## config.mk

```make
export PLATFORM = sky130hd
export DESIGN_NAME = clock_status
export DESIGN_NICKNAME = d
export VERILOG_FILES = /design/src/hw/clock_status.v
export VERILOG_INCLUDE_DIRS = /design/src /design/src/hw
export SDC_FILE = /design/constraint.sdc
export NUM_CORES = 2
export LEC_CHECK = 0
export BUFFER_PORTS_ARGS = -buffer_cell sky130_fd_sc_hd__buf_2
export CELL_PAD_IN_SITES_DETAIL_PLACEMENT = 1
export CELL_PAD_IN_SITES_GLOBAL_PLACEMENT = 2
export CORE_MARGIN = 3
export CORE_UTILIZATION = 25
export CTS_BUF_LIST = sky130_fd_sc_hd__clkbuf_4 sky130_fd_sc_hd__clkbuf_8
export DETAILED_ROUTE_END_ITERATION = 8
export PLACE_DENSITY = 0.55
export SYNTH_ARGS = -nofsm -noshare
export SYNTH_HDL_FRONTEND = slang
export SYNTH_SLANG_ARGS = --single-unit
```

## constraint.sdc

```tcl
create_clock -name aclk -period 26.8 [get_ports aclk]
set_input_delay 4.02 -clock aclk [delete_from_list [all_inputs] [get_ports aclk]]
set_output_delay 4.02 -clock aclk [all_outputs]
set_load 0.01 [all_outputs]
```

## src/hw/clock_status_consts.vh

```
// constants for the clock selection and status block
`ifndef CLOCK_STATUS_CONSTS_VH
`define CLOCK_STATUS_CONSTS_VH
`define OFF_CTRL        8'h00
`define OFF_STATUS      8'h04
`define OFF_AES_SYNC    8'h08
`define OFF_AES_FLASH   8'h0C
`define OFF_AES_DS      8'h10
`define OFF_AES_QS      8'h14
`define OFF_AES_AUDIO   8'h18
`define OFF_AES_ERR     8'h1C
`define OFF_SAVED       8'h20
`define CTRL_RESET      32'h0000_0000
`define CTRL_WMASK      32'h0000_03FF
`define F_CLK_LO        0
`define F_CLK_HI        2
`define F_SPD_LO        3
`define F_SPD_HI        4
`define F_FMT64         5
`define F_FRAME96       6
`define F_REMOTE_MADI   7
`define F_KEY_LOCK      8
`define F_COAX          9
`define CLK_AES         3'd0
`define CLK_MADI        3'd1
`define CLK_WORD        3'd2
`define CLK_INT441      3'd3
`define CLK_INT48       3'd4
`define CLK_LAST        3'd4
`define SPD_SINGLE      2'd0
`define SPD_DOUBLE      2'd1
`define SPD_QUAD        2'd2
`define WINDOW_US       1000
`define CLK_MHZ         100
`define WINDOW_CYC      (`WINDOW_US * `CLK_MHZ)
`define DS_LO_KHZ       60
`define DS_HI_KHZ       100
`define QS_LO_KHZ       162
`define QS_HI_KHZ       200
`define F96_LO_KHZ      64
`define F96_HI_KHZ      96
`define FLASH_MS        250
`define FLASH_CYC       (`FLASH_MS * 1000 * `CLK_MHZ)
`endif

```

## src/hw/clock_status.v

```verilog
// clock reference selection, rate classification and status indication
//
// Chosen here: the register offsets and the AXI4-Lite register port.
`timescale 1ns/1ps
`include "clock_status_consts.vh"
module clock_status #(
    parameter N_AES      = 32,
    parameter WINDOW_CYC = `WINDOW_CYC,
    parameter FLASH_CYC  = `FLASH_CYC
) (
    // clock and reset
    input  wire              aclk,
    input  wire              aresetn,
    // axi4-lite slave
    input  wire [7:0]        s_axi_awaddr,
    input  wire              s_axi_awvalid,
    output reg               s_axi_awready,
    input  wire [31:0]       s_axi_wdata,
    input  wire [3:0]        s_axi_wstrb,
    input  wire              s_axi_wvalid,
    output reg               s_axi_wready,
    output reg  [1:0]        s_axi_bresp,
    output reg               s_axi_bvalid,
    input  wire              s_axi_bready,
    input  wire [7:0]        s_axi_araddr,
    input  wire              s_axi_arvalid,
    output reg               s_axi_arready,
    output reg  [31:0]       s_axi_rdata,
    output reg  [1:0]        s_axi_rresp,
    output reg               s_axi_rvalid,
    input  wire              s_axi_rready,
    // front panel buttons, one-cycle pulses from debounced logic
    input  wire              btn_clock,
    input  wire              btn_speed,
    input  wire              btn_format,
    input  wire              btn_frame,
    input  wire              btn_remote,
    input  wire              btn_input,
    input  wire              btn_lock,
    // retained settings
    input  wire [9:0]        saved_settings,
    input  wire              saved_valid,
    output reg  [9:0]        store_settings,
    // link side inputs, asynchronous
    input  wire [N_AES-1:0]  aes_frame,
    input  wire [N_AES-1:0]  aes_lock,
    input  wire [N_AES-1:0]  aes_sync,
    input  wire [N_AES-1:0]  aes_nonzero,
    input  wire              word_clk,
    input  wire              word_lock,
    input  wire              madi_opt_lock,
    input  wire              madi_coax_lock,
    input  wire              madi_opt_sync,
    input  wire              madi_coax_sync,
    input  wire              madi_in_64ch,
    input  wire              madi_in_96k,
    // indicators and datapath controls
    output reg  [N_AES-1:0]  aes_sync_led,
    output reg  [N_AES-1:0]  aes_audio_led,
    output reg               aes_error_led,
    output reg               double_speed_indicator,
    output reg               quad_speed_indicator,
    output reg               word_error_led,
    output reg               word_double_speed_indicator,
    output reg               word_quad_speed_indicator,
    output reg               madi_sync_led,
    output reg               madi_error_led,
    output reg               madi_64ch_led,
    output reg               madi_96k_led,
    output reg               madi_in_coax,
    output reg               madi_out_64ch,
    output reg               madi_out_96k,
    output reg               remote_from_madi,
    output reg  [2:0]        clock_ref,
    output reg  [1:0]        speed_range,
    output reg  [2:0]        base_rate_sel
);
    localparam NS = 4 * N_AES + 5;
    reg [NS-1:0]  s1_reg;
    reg [NS-1:0]  s2_reg;
    reg [N_AES:0] prev_reg;
    reg [31:0]    ctrl_reg;
    reg [31:0]    win_reg;
    reg [31:0]    flash_reg;
    reg           blink_reg;
    reg [15:0]    cnt_reg   [0:N_AES];
    reg [15:0]    rate_reg  [0:N_AES];
    reg           aw_seen_reg;
    reg           w_seen_reg;
    reg [7:0]     awaddr_reg;
    reg [31:0]    wdata_reg;
    reg [3:0]     wstrb_reg;
    reg           restored_reg;
    reg [N_AES-1:0] ds_vec;
    reg [N_AES-1:0] qs_vec;
    integer       i;
    integer       j;
    wire [N_AES-1:0] fr_s  = s2_reg[N_AES-1:0];
    wire [N_AES-1:0] lk_s  = s2_reg[2*N_AES-1:N_AES];
    wire [N_AES-1:0] sy_s  = s2_reg[3*N_AES-1:2*N_AES];
    wire [N_AES-1:0] nz_s  = s2_reg[4*N_AES-1:3*N_AES];
    wire [4:0]       misc  = s2_reg[NS-1:4*N_AES];
    wire             wc_s  = misc[0];
    wire             mcoax = ctrl_reg[`F_COAX];
    wire             m_lock = mcoax ? misc[2] : misc[1];
    wire             m_sync = mcoax ? misc[4] : misc[3];
    wire [2:0]       cref  = ctrl_reg[`F_CLK_HI:`F_CLK_LO];
    wire [1:0]       spd   = ctrl_reg[`F_SPD_HI:`F_SPD_LO];
    wire [N_AES:0]   edges = {wc_s, fr_s} & ~prev_reg;
    wire [15:0]      wrate = rate_reg[N_AES];
    // frames per window of 1 ms read as kHz directly
    function in_band;
        input [15:0] r;
        input [31:0] lo;
        input [31:0] hi;
        in_band = ({16'h0000, r} >= lo) && ({16'h0000, r} <= hi);
    endfunction
    // rate of the current reference: aes input 0 stands for the aes group
    wire [15:0] ref_rate = (cref == `CLK_AES)  ? rate_reg[0] :
                           (cref == `CLK_WORD) ? rate_reg[N_AES] :
                           (cref == `CLK_INT441) ? 16'd44 << spd : 16'd48 << spd;
    wire allow96 = in_band(ref_rate, `F96_LO_KHZ, `F96_HI_KHZ) && (cref != `CLK_MADI ||
                   madi_96k_led);
    // front panel settings; lockout blocks every press but unlock
    reg [31:0] pan;
    always @*
    begin
        pan = ctrl_reg;
        if (!ctrl_reg[`F_KEY_LOCK])
        begin
            if (btn_clock)
                pan[`F_CLK_HI:`F_CLK_LO] = (cref >= `CLK_LAST) ? `CLK_AES : cref + 3'd1;
            if (btn_speed)
                pan[`F_SPD_HI:`F_SPD_LO] = (spd >= `SPD_QUAD) ? `SPD_SINGLE : spd + 2'd1;
            pan[`F_FMT64] = ctrl_reg[`F_FMT64] ^ btn_format;
            pan[`F_FRAME96] = ctrl_reg[`F_FRAME96] ^ btn_frame;
            pan[`F_REMOTE_MADI] = ctrl_reg[`F_REMOTE_MADI] ^ btn_remote;
            pan[`F_COAX] = ctrl_reg[`F_COAX] ^ btn_input;
        end
        pan[`F_KEY_LOCK] = ctrl_reg[`F_KEY_LOCK] ^ btn_lock;
    end
    always @(posedge aclk)
    begin
        if (!aresetn)
        begin
            {s1_reg, s2_reg} <= {(2*NS){1'b0}};
            prev_reg <= {(N_AES+1){1'b0}};
            {win_reg, flash_reg} <= 64'h0000_0000_0000_0000;
            blink_reg <= 1'b0;
            for (i = 0; i <= N_AES; i = i + 1)
            begin
                cnt_reg[i] <= 16'h0000;
                rate_reg[i] <= 16'h0000;
            end
        end
        else
        begin
            s1_reg <= {madi_coax_sync, madi_opt_sync, madi_coax_lock, madi_opt_lock,
                       word_clk, aes_nonzero, aes_sync, aes_lock, aes_frame};
            s2_reg <= s1_reg;
            prev_reg <= {wc_s, fr_s};
            // frame counting against a fixed internal window
            if (win_reg == WINDOW_CYC - 1)
            begin
                win_reg <= 32'h0000_0000;
                for (i = 0; i <= N_AES; i = i + 1)
                begin
                    rate_reg[i] <= cnt_reg[i] + {15'h0000, edges[i]};
                    cnt_reg[i] <= 16'h0000;
                end
            end
            else
            begin
                win_reg <= win_reg + 32'h0000_0001;
                for (i = 0; i <= N_AES; i = i + 1)
                    cnt_reg[i] <= cnt_reg[i] + {15'h0000, edges[i]};
            end
            if (flash_reg == FLASH_CYC - 1)
            begin
                flash_reg <= 32'h0000_0000;
                blink_reg <= ~blink_reg;
            end
            else
                flash_reg <= flash_reg + 32'h0000_0001;
        end
    end
    // settings and axi4-lite slave; bus writes win over panel presses
    wire do_write = aw_seen_reg && w_seen_reg && !s_axi_bvalid;
    always @(posedge aclk)
    begin
        if (!aresetn)
        begin
            ctrl_reg <= `CTRL_RESET;
            restored_reg <= 1'b0;
            {s_axi_awready, s_axi_wready, s_axi_bvalid, s_axi_arready, s_axi_rvalid} <= 5'h00;
            {s_axi_bresp, s_axi_rresp} <= 4'h0;
            s_axi_rdata <= 32'h0000_0000;
            {aw_seen_reg, w_seen_reg} <= 2'h0;
            // held address and data need no reset: read only once both halves landed
        end
        else
        begin
            if (!restored_reg && saved_valid)
            begin
                ctrl_reg <= {22'h00_0000, saved_settings};
                restored_reg <= 1'b1;
            end
            else if (do_write && awaddr_reg == `OFF_CTRL)
            begin
                if (wstrb_reg[0])
                    ctrl_reg[7:0] <= wdata_reg[7:0];
                if (wstrb_reg[1])
                    ctrl_reg[9:8] <= wdata_reg[9:8];
            end
            else
                ctrl_reg <= pan & `CTRL_WMASK;
            s_axi_awready <= !aw_seen_reg && s_axi_awvalid && !s_axi_awready;
            s_axi_wready <= !w_seen_reg && s_axi_wvalid && !s_axi_wready;
            if (s_axi_awvalid && s_axi_awready)
            begin
                aw_seen_reg <= 1'b1;
                awaddr_reg <= s_axi_awaddr;
            end
            if (s_axi_wvalid && s_axi_wready)
            begin
                w_seen_reg <= 1'b1;
                wdata_reg <= s_axi_wdata;
                wstrb_reg <= s_axi_wstrb;
            end
            if (do_write)
            begin
                s_axi_bvalid <= 1'b1;
                s_axi_bresp <= (awaddr_reg == `OFF_CTRL) ? 2'b00 : 2'b10;
            end
            else if (s_axi_bvalid && s_axi_bready)
            begin
                s_axi_bvalid <= 1'b0;
                aw_seen_reg <= 1'b0;
                w_seen_reg <= 1'b0;
            end
            s_axi_arready <= s_axi_arvalid && !s_axi_arready && !s_axi_rvalid;
            if (s_axi_arvalid && s_axi_arready)
            begin
                s_axi_rvalid <= 1'b1;
                s_axi_rresp <= 2'b00;
                case (s_axi_araddr)
                    `OFF_CTRL:      s_axi_rdata <= ctrl_reg;
                    `OFF_STATUS:    s_axi_rdata <= {16'h0000, ref_rate};
                    `OFF_AES_SYNC:  s_axi_rdata <= aes_sync_led;
                    `OFF_AES_FLASH: s_axi_rdata <= lk_s & ~sy_s;
                    `OFF_AES_DS:    s_axi_rdata <= {N_AES{1'b0}} | ds_vec;
                    `OFF_AES_QS:    s_axi_rdata <= {N_AES{1'b0}} | qs_vec;
                    `OFF_AES_AUDIO: s_axi_rdata <= aes_audio_led;
                    `OFF_AES_ERR:   s_axi_rdata <= ~lk_s;
                    `OFF_SAVED:     s_axi_rdata <= {22'h00_0000, store_settings};
                    default:
                    begin
                        s_axi_rdata <= 32'h0000_0000;
                        s_axi_rresp <= 2'b10;
                    end
                endcase
            end
            else if (s_axi_rvalid && s_axi_rready)
                s_axi_rvalid <= 1'b0;
        end
    end
    always @*
    begin
        for (j = 0; j < N_AES; j = j + 1)
        begin
            ds_vec[j] = lk_s[j] && in_band(rate_reg[j], `DS_LO_KHZ, `DS_HI_KHZ);
            qs_vec[j] = lk_s[j] && in_band(rate_reg[j], `QS_LO_KHZ, `QS_HI_KHZ);
        end
    end
    // indicators; flashing uses a slow enable rather than a second clock
    wire wsel = (cref == `CLK_WORD);
    always @(posedge aclk)
    begin
        if (!aresetn)
        begin
            {aes_sync_led, aes_audio_led} <= {(2*N_AES){1'b0}};
            {aes_error_led, double_speed_indicator, quad_speed_indicator} <= 3'h0;
            {word_error_led, word_double_speed_indicator, word_quad_speed_indicator} <= 3'h0;
            {madi_sync_led, madi_error_led, madi_64ch_led, madi_96k_led} <= 4'h0;
            {madi_in_coax, madi_out_64ch, madi_out_96k, remote_from_madi} <= 4'h0;
            clock_ref <= `CLK_AES;
            speed_range <= `SPD_SINGLE;
            base_rate_sel <= `CLK_AES;
            store_settings <= 10'h000;
        end
        else
        begin
            aes_sync_led <= lk_s & (sy_s | {N_AES{blink_reg}});
            aes_audio_led <= lk_s & nz_s;
            aes_error_led <= ~lk_s[0];
            double_speed_indicator <= ds_vec[0];
            quad_speed_indicator <= qs_vec[0];
            word_error_led <= wsel && !word_lock;
            word_double_speed_indicator <= wsel && in_band(wrate, `DS_LO_KHZ, `DS_HI_KHZ);
            word_quad_speed_indicator <= wsel && in_band(wrate, `QS_LO_KHZ, `QS_HI_KHZ);
            madi_sync_led <= m_lock && (m_sync || blink_reg);
            madi_error_led <= !m_lock;
            madi_64ch_led <= m_lock && madi_in_64ch;
            madi_96k_led <= m_lock && madi_in_96k;
            madi_in_coax <= mcoax;
            madi_out_64ch <= ctrl_reg[`F_FMT64];
            madi_out_96k <= ctrl_reg[`F_FRAME96] && allow96;
            remote_from_madi <= ctrl_reg[`F_REMOTE_MADI];
            clock_ref <= cref;
            speed_range <= spd;
            base_rate_sel <= cref;
            store_settings <= ctrl_reg[9:0];
        end
    end
endmodule // clock_status

```

# ---- After elaboration in Yosys (flattened, before gate mapping)
# Memories as Yosys holds them, arrays and structs flattened.
# Index checks and enable logic that the tools add are counted.
dict set report op_classes {
  order_cmp 136
  n_addsub 37
  n_eq_ne 16
  n_mux 134
  bitwise_logic 115
  reduce_logical 182
  shift 2
}
# operator count
set op_table {}
lappend op_table {{$mux 16} 102}
lappend op_table {{$le 16x7->1 const B} 34}
lappend op_table {{$add 16x1->16} 33}
lappend op_table {{$ge 16x6->1 const B} 33}
lappend op_table {{$ge 16x8->1 const B} 33}
lappend op_table {{$le 16x8->1 const B} 33}
lappend op_table {{$pmux 32 s9} 1}
lappend op_table {{$logic_and 1x1->1} 154}
lappend op_table {{$or 1x1->1} 99}
lappend op_table {{$and 32x32->32} 3}
lappend op_table {{$add 32x1->32 const B} 2}
lappend op_table {{$not 32->32} 2}
lappend op_table {{$and 33x33->33} 1}
lappend op_table {{$not 33->33} 1}
lappend op_table {{$eq 32x17->1 const B} 1}
lappend op_table {{$eq 32x25->1 const B} 1}
lappend op_table {{$eq 8x5->1 const B} 4}
lappend op_table {{$or 32x32->32} 1}
lappend op_table {{$shl 6x2->16 const A} 2}
lappend op_table {{$mux 1} 20}
lappend op_table {{$mux 10} 2}
lappend op_table {{$eq 8x4->1 const B} 2}
lappend op_table {{$ge 16x7->1 const B} 1}
lappend op_table {{$logic_not 8->1} 2}
lappend op_table {{other kinds (23)} 55}
dict set report totals {
  ff_bits 531
  out_inout_bits 137
  memories 2
  input_bits 213
  wordCells 668
  ram_bits 1056
}
# name depth width rd rd_ports_with_merged_regs write_ports line_no
set mem_list {}
lappend mem_list {cnt_reg 33 16 33 0 33 clock_status.v:86} ;# reg [15:0] cnt_reg [0:N_AES];
lappend mem_list {rate_reg 33 16 33 0 33 clock_status.v:87} ;# reg [15:0] rate_reg [0:N_AES];

# ---- Depth between registers and ports, before layout
dict set report logic_depth {
  depth_word 8
  ltp_mapped 9
  mapped_depth_nobuf 9
}

# ---- Worst setup path before layout
# OpenSTA, ideal clock, no wires.
dict set report synth_timing {
  path_kind {input to register}
  startpoint {in aresetn}
  endpoint {mem rate_reg[0][0] (enable)}
  required_time_ps 25699
  n_path_buf 2
  stages 5
  setup_time_ps 1101
  arrival_time_ps 18885
  setup_slack_ps 6814
  path_cell_list {buf_4 > clkinv_1 > nor2_1 > inv_2 > clkbuf_1}
}
# item line_no
set synth_lines {}
lappend synth_lines {{start, declared} clock_status.v:13} ;# input wire aresetn,
lappend synth_lines {{end, declared} clock_status.v:87}

==> summary.md <==
| Metric | Value |
|---|---|
| Status | complete, no violations |
| First-pass DRT Iterations | 7 |
| CTS tree | yes |
| Die Y | about 520 um |
| Worst Max-Slew Pin Slew | 1.136 ns |
| Buffers from clock root to sink, at most | 4 |
| Setup Buffers After CTS | 0 |
| Post-synth top area share | 48.47% |
| Post-synthesis cell area | between 60000 and 70000 um2 |
| Sw Ratio | 23.50% |
| Dpl cell area | around 74000 um2 |
| Uppermost layer routed | met4 |
| CTS Hold Buffers Added | 0 |
| DR iter-0 viols | 2182 |
| Post-route cell area | 80560 um2 |
| Via Count | approximately 45000 |
| Power share of the clock group | about 46% |
| Grt ovf | 0 |
| Crit share post-route | 30.58% |
| Reg clk slew, reported paths | 0.06 ns |
| Post-route DRC violation count | 0 |
| Vias in the first global route | 47970 |
| GP Congestion | 0.7482 |
| H-tree levels | 5 |
| Leakage Power | 31.06 nW |
| Seq cells post-synth | 1577 |
| CP endpoint kind | flop |
| Number of buffers added on ports | 323 |
| PnR Total Power | 0.005582 W |
| DIE AREA | approximately 270000 um2 |
| IO Pins | 350 |
| Worst EP arrival | 8.88 ns |
| Critical path required time | 27.49 ns |
| Slew HR | 24.00% |
| Metal2 WL | around 94000 um |
| DR vias/cell | between 4 and 5 |
| Peak Freq | 122.0 MHz |
| Worst VDD drop | 0.04659 mV |
| Fin. Hold Viols | 0 |
| Sequential Power Share | between 40% and 50% |
| Initial core utilization | 25.26% |
| Worst Hold Class | reg -> reg |
| Initial antenna violation count | 30 |
| Routed wire length | 194100 um |
| Netlist cell types | 84 |
| P&R area growth vs syn | 20.84% |
| CP Launch Type | input port |
| CP Class | in -> reg |
| R2R Setup Slk | 20.89 ns |
| First-pass GRT wire length | approximately 300000 um |
| Post-CTS Resized | 0 |
| Post-Syn Area per Cell | 11.54 um2 |
| Largest net degree at the start of global routing | 169 |
| Clock tree root driver cell | clkbuf_8 |
| Num CTS Buffers | between 300 and 400 |
| Final Worst Setup Slack | 18.61 ns |
| Remaining antenna violation count after routing | 0 |
| Die Wd | ~520 um |
| Routed wl met3 | 7196 um |
| Synth warnings | 0 |
| Max Cap Viol | 0 |
| Net Switching | 0.001312 W |
| Post-synth EDFFs | 1076 |
| TritonCTS Sinks | 1577 |
| Pwr/cell area | 69.29 nW/um2 |
| Total GRT Usage | 14.06% |
| Net count, final | about 7000 |
| # rows | 188 |
| Mapped Cells | ~5800 |
| Setup_tns | 0 ns |
| Setup violators final | 0 |
| Clk_skew | 0.06714 ns |
| Pint | roughly 0.0043 W |
| Setup Slack @ Placement | 17.35 ns |
| Async SR Flop Fraction | 0% |
| Synth area leaders | edfxtp_1 48%, dfxtp_1 15%, nor2_1 6.6% |
| WHS | 0.4060 ns |
| Worst-Skew Late Latency | 1.02 ns |
| Placeable Area | 263900 um2 |
| Layout cells sized above 1 | 13.60% |
| Fin. max-slew vios | 0 |
| Most used DFF post-synth | edfxtp_1 |
| Logic pwr share | under 10% |
| Unrepaired setup endpoints after global routing | false |
| Post-synth top area cell | edfxtp_1 |
| Detailed Place HPWL | 132500 um |
| Crit-path max FO | 168 |
| Routed length per placed instance | 18.46 um |
| Seq/Total Area, Yosys | 63.51% |
| WL met1 | 86690 um |
| Post-route minimum period | 8.194 ns |
==> Yosys cell counts, drive strengths merged (7+ instances only) <==
library cell / count
nor4: 116
and4: 53
or4: 8
nand3b: 10
a21oi: 70
o41ai: 8
o32ai: 13
o31ai: 44
o211a: 28
buf: 108
clkbuf: 136
nor4b: 11
and3: 227
a22oi: 25
o21a: 16
nand2b: 46
mux2i: 40
inv: 43
edfxtp: 1076
nand2: 241
a31oi: 40
nor2b: 51
nor3: 73
nor2: 1181
xor2: 357
nand4: 83
a211oi: 7
o22ai: 11
o31a: 8
a2111o: 9
dfxtp: 501
or3: 13
ha: 75
and2: 392
xnor2: 162
o21ai: 107
nand3: 267
nor3b: 28
a41oi: 12
==> metrics by stage <==
| stage | utilization [%] | instances |
|---|---|---|
| 2_1_floorplan | - | 6305 |
| 3_3_place_gp | 28.06 | 9947 |
| 3_5_place_dp | 28.06 | 9947 |
| 4_1_cts | 30.52 | 10510 |
| 5_1_grt | 30.52 | 10510 |
| 6_report | 30.52 | 10520 |
==> cell usage in the layout, fill, tap and decap left out, drive strengths merged, types with 70 or more instances in the layout <==
master / Yosys / final
xnor2: 162 / 162
dfxtp: 501 / 501
conb: 2 / 530
nor2: 1181 / 1181
xor2: 357 / 357
a21oi: 70 / 70
nand2: 241 / 241
o21ai: 107 / 107
buf: 108 / 371
ha: 75 / 75
nand3: 267 / 267
nand4: 83 / 83
nor3: 73 / 73
and2: 392 / 392
edfxtp: 1076 / 1076
and3: 227 / 227
clkbuf: 136 / 506
nor4: 116 / 116
==> power by group through the flow <==
stage / Sequential [W] / Combinational, W / Clock, W
after floorplan: 0.00283 / 0.000169 / 0
after global placement: 0.00283 / 0.000259 / 0
after detailed placement: 0.00284 / 0.000262 / 0
after CTS: 0.00279 / 0.000264 / 0.00267
after global routing: 0.00280 / 0.000294 / 0.00277
final: 0.00279 / 0.000256 / 0.00254
==> per-layer routing <==
layer	GRT usage (%)	vias to the layer above
li1	-	22040
met1	17.68	22280
met2	24.29	682
met3	2.336	384
met4	4.836	0
met5	0	-
==> final timing paths <==
| path | startpoint | to | depth (start not counted) |
|---|---|---|---|
| min reg2reg | s1_reg[111]$_SDFF_PN0_ | s2_reg[111]$_SDFF_PN0_ | 1 |
| max | aresetn | cnt_reg[0][109]$_SDFFCE_PN0P_ | 9 |
| max reg2reg | win_reg[4]$_SDFF_PN0_ | cnt_reg[0][109]$_SDFFCE_PN0P_ | 11 |
| min | s1_reg[111]$_SDFF_PN0_ | s2_reg[111]$_SDFF_PN0_ | 1 |
==> logic make-up (layout without fill, tap and decap cells) <==
| kind of cell | after synthesis | in the layout | synth area share, % |
|---|---|---|---|
| adder cells (fa/ha/maj) | 75 | 75 | 1.408 |
| multiplexers | 44 | 44 | 0.6681 |
| buffers and inverters | 289 | 979 | 1.884 |
| AND/OR/NAND/NOR | 2812 | 2812 | 20.93 |
| flip-flops | 1577 | 1577 | 63.51 |
| AO/OA/AOI/OAI | 459 | 459 | 4.771 |
| XOR/XNOR | 519 | 519 | 6.818 |
| other | 2 | 538 | 0.01127 |
==> layout make-up <==
cell class | instances | area (um2)
Timing Repair Buffer | 371 | 2027
Tap cell | 3515 | 4398
Fill cell | 29510 | 183400
Clock inverter | 57 | 339.1
Multi-Input combinational cell | 4439 | 25100
Antenna cell | 8 | 20.02
Sequential cell | 1577 | 42340
Clock buffer | 506 | 6157
Inverter | 45 | 177.7
==> critical path: stages <==
cell and delay, ns:
buf_8 0.17, clkinv_2 0.46, nor2_4 0.12, inv_8 0.44, buf_4 0.78, buf_12 0.63
buf_4 0.88, buf_4 0.83, nor2_1 0.12
(Power assumes the default switching activity.)
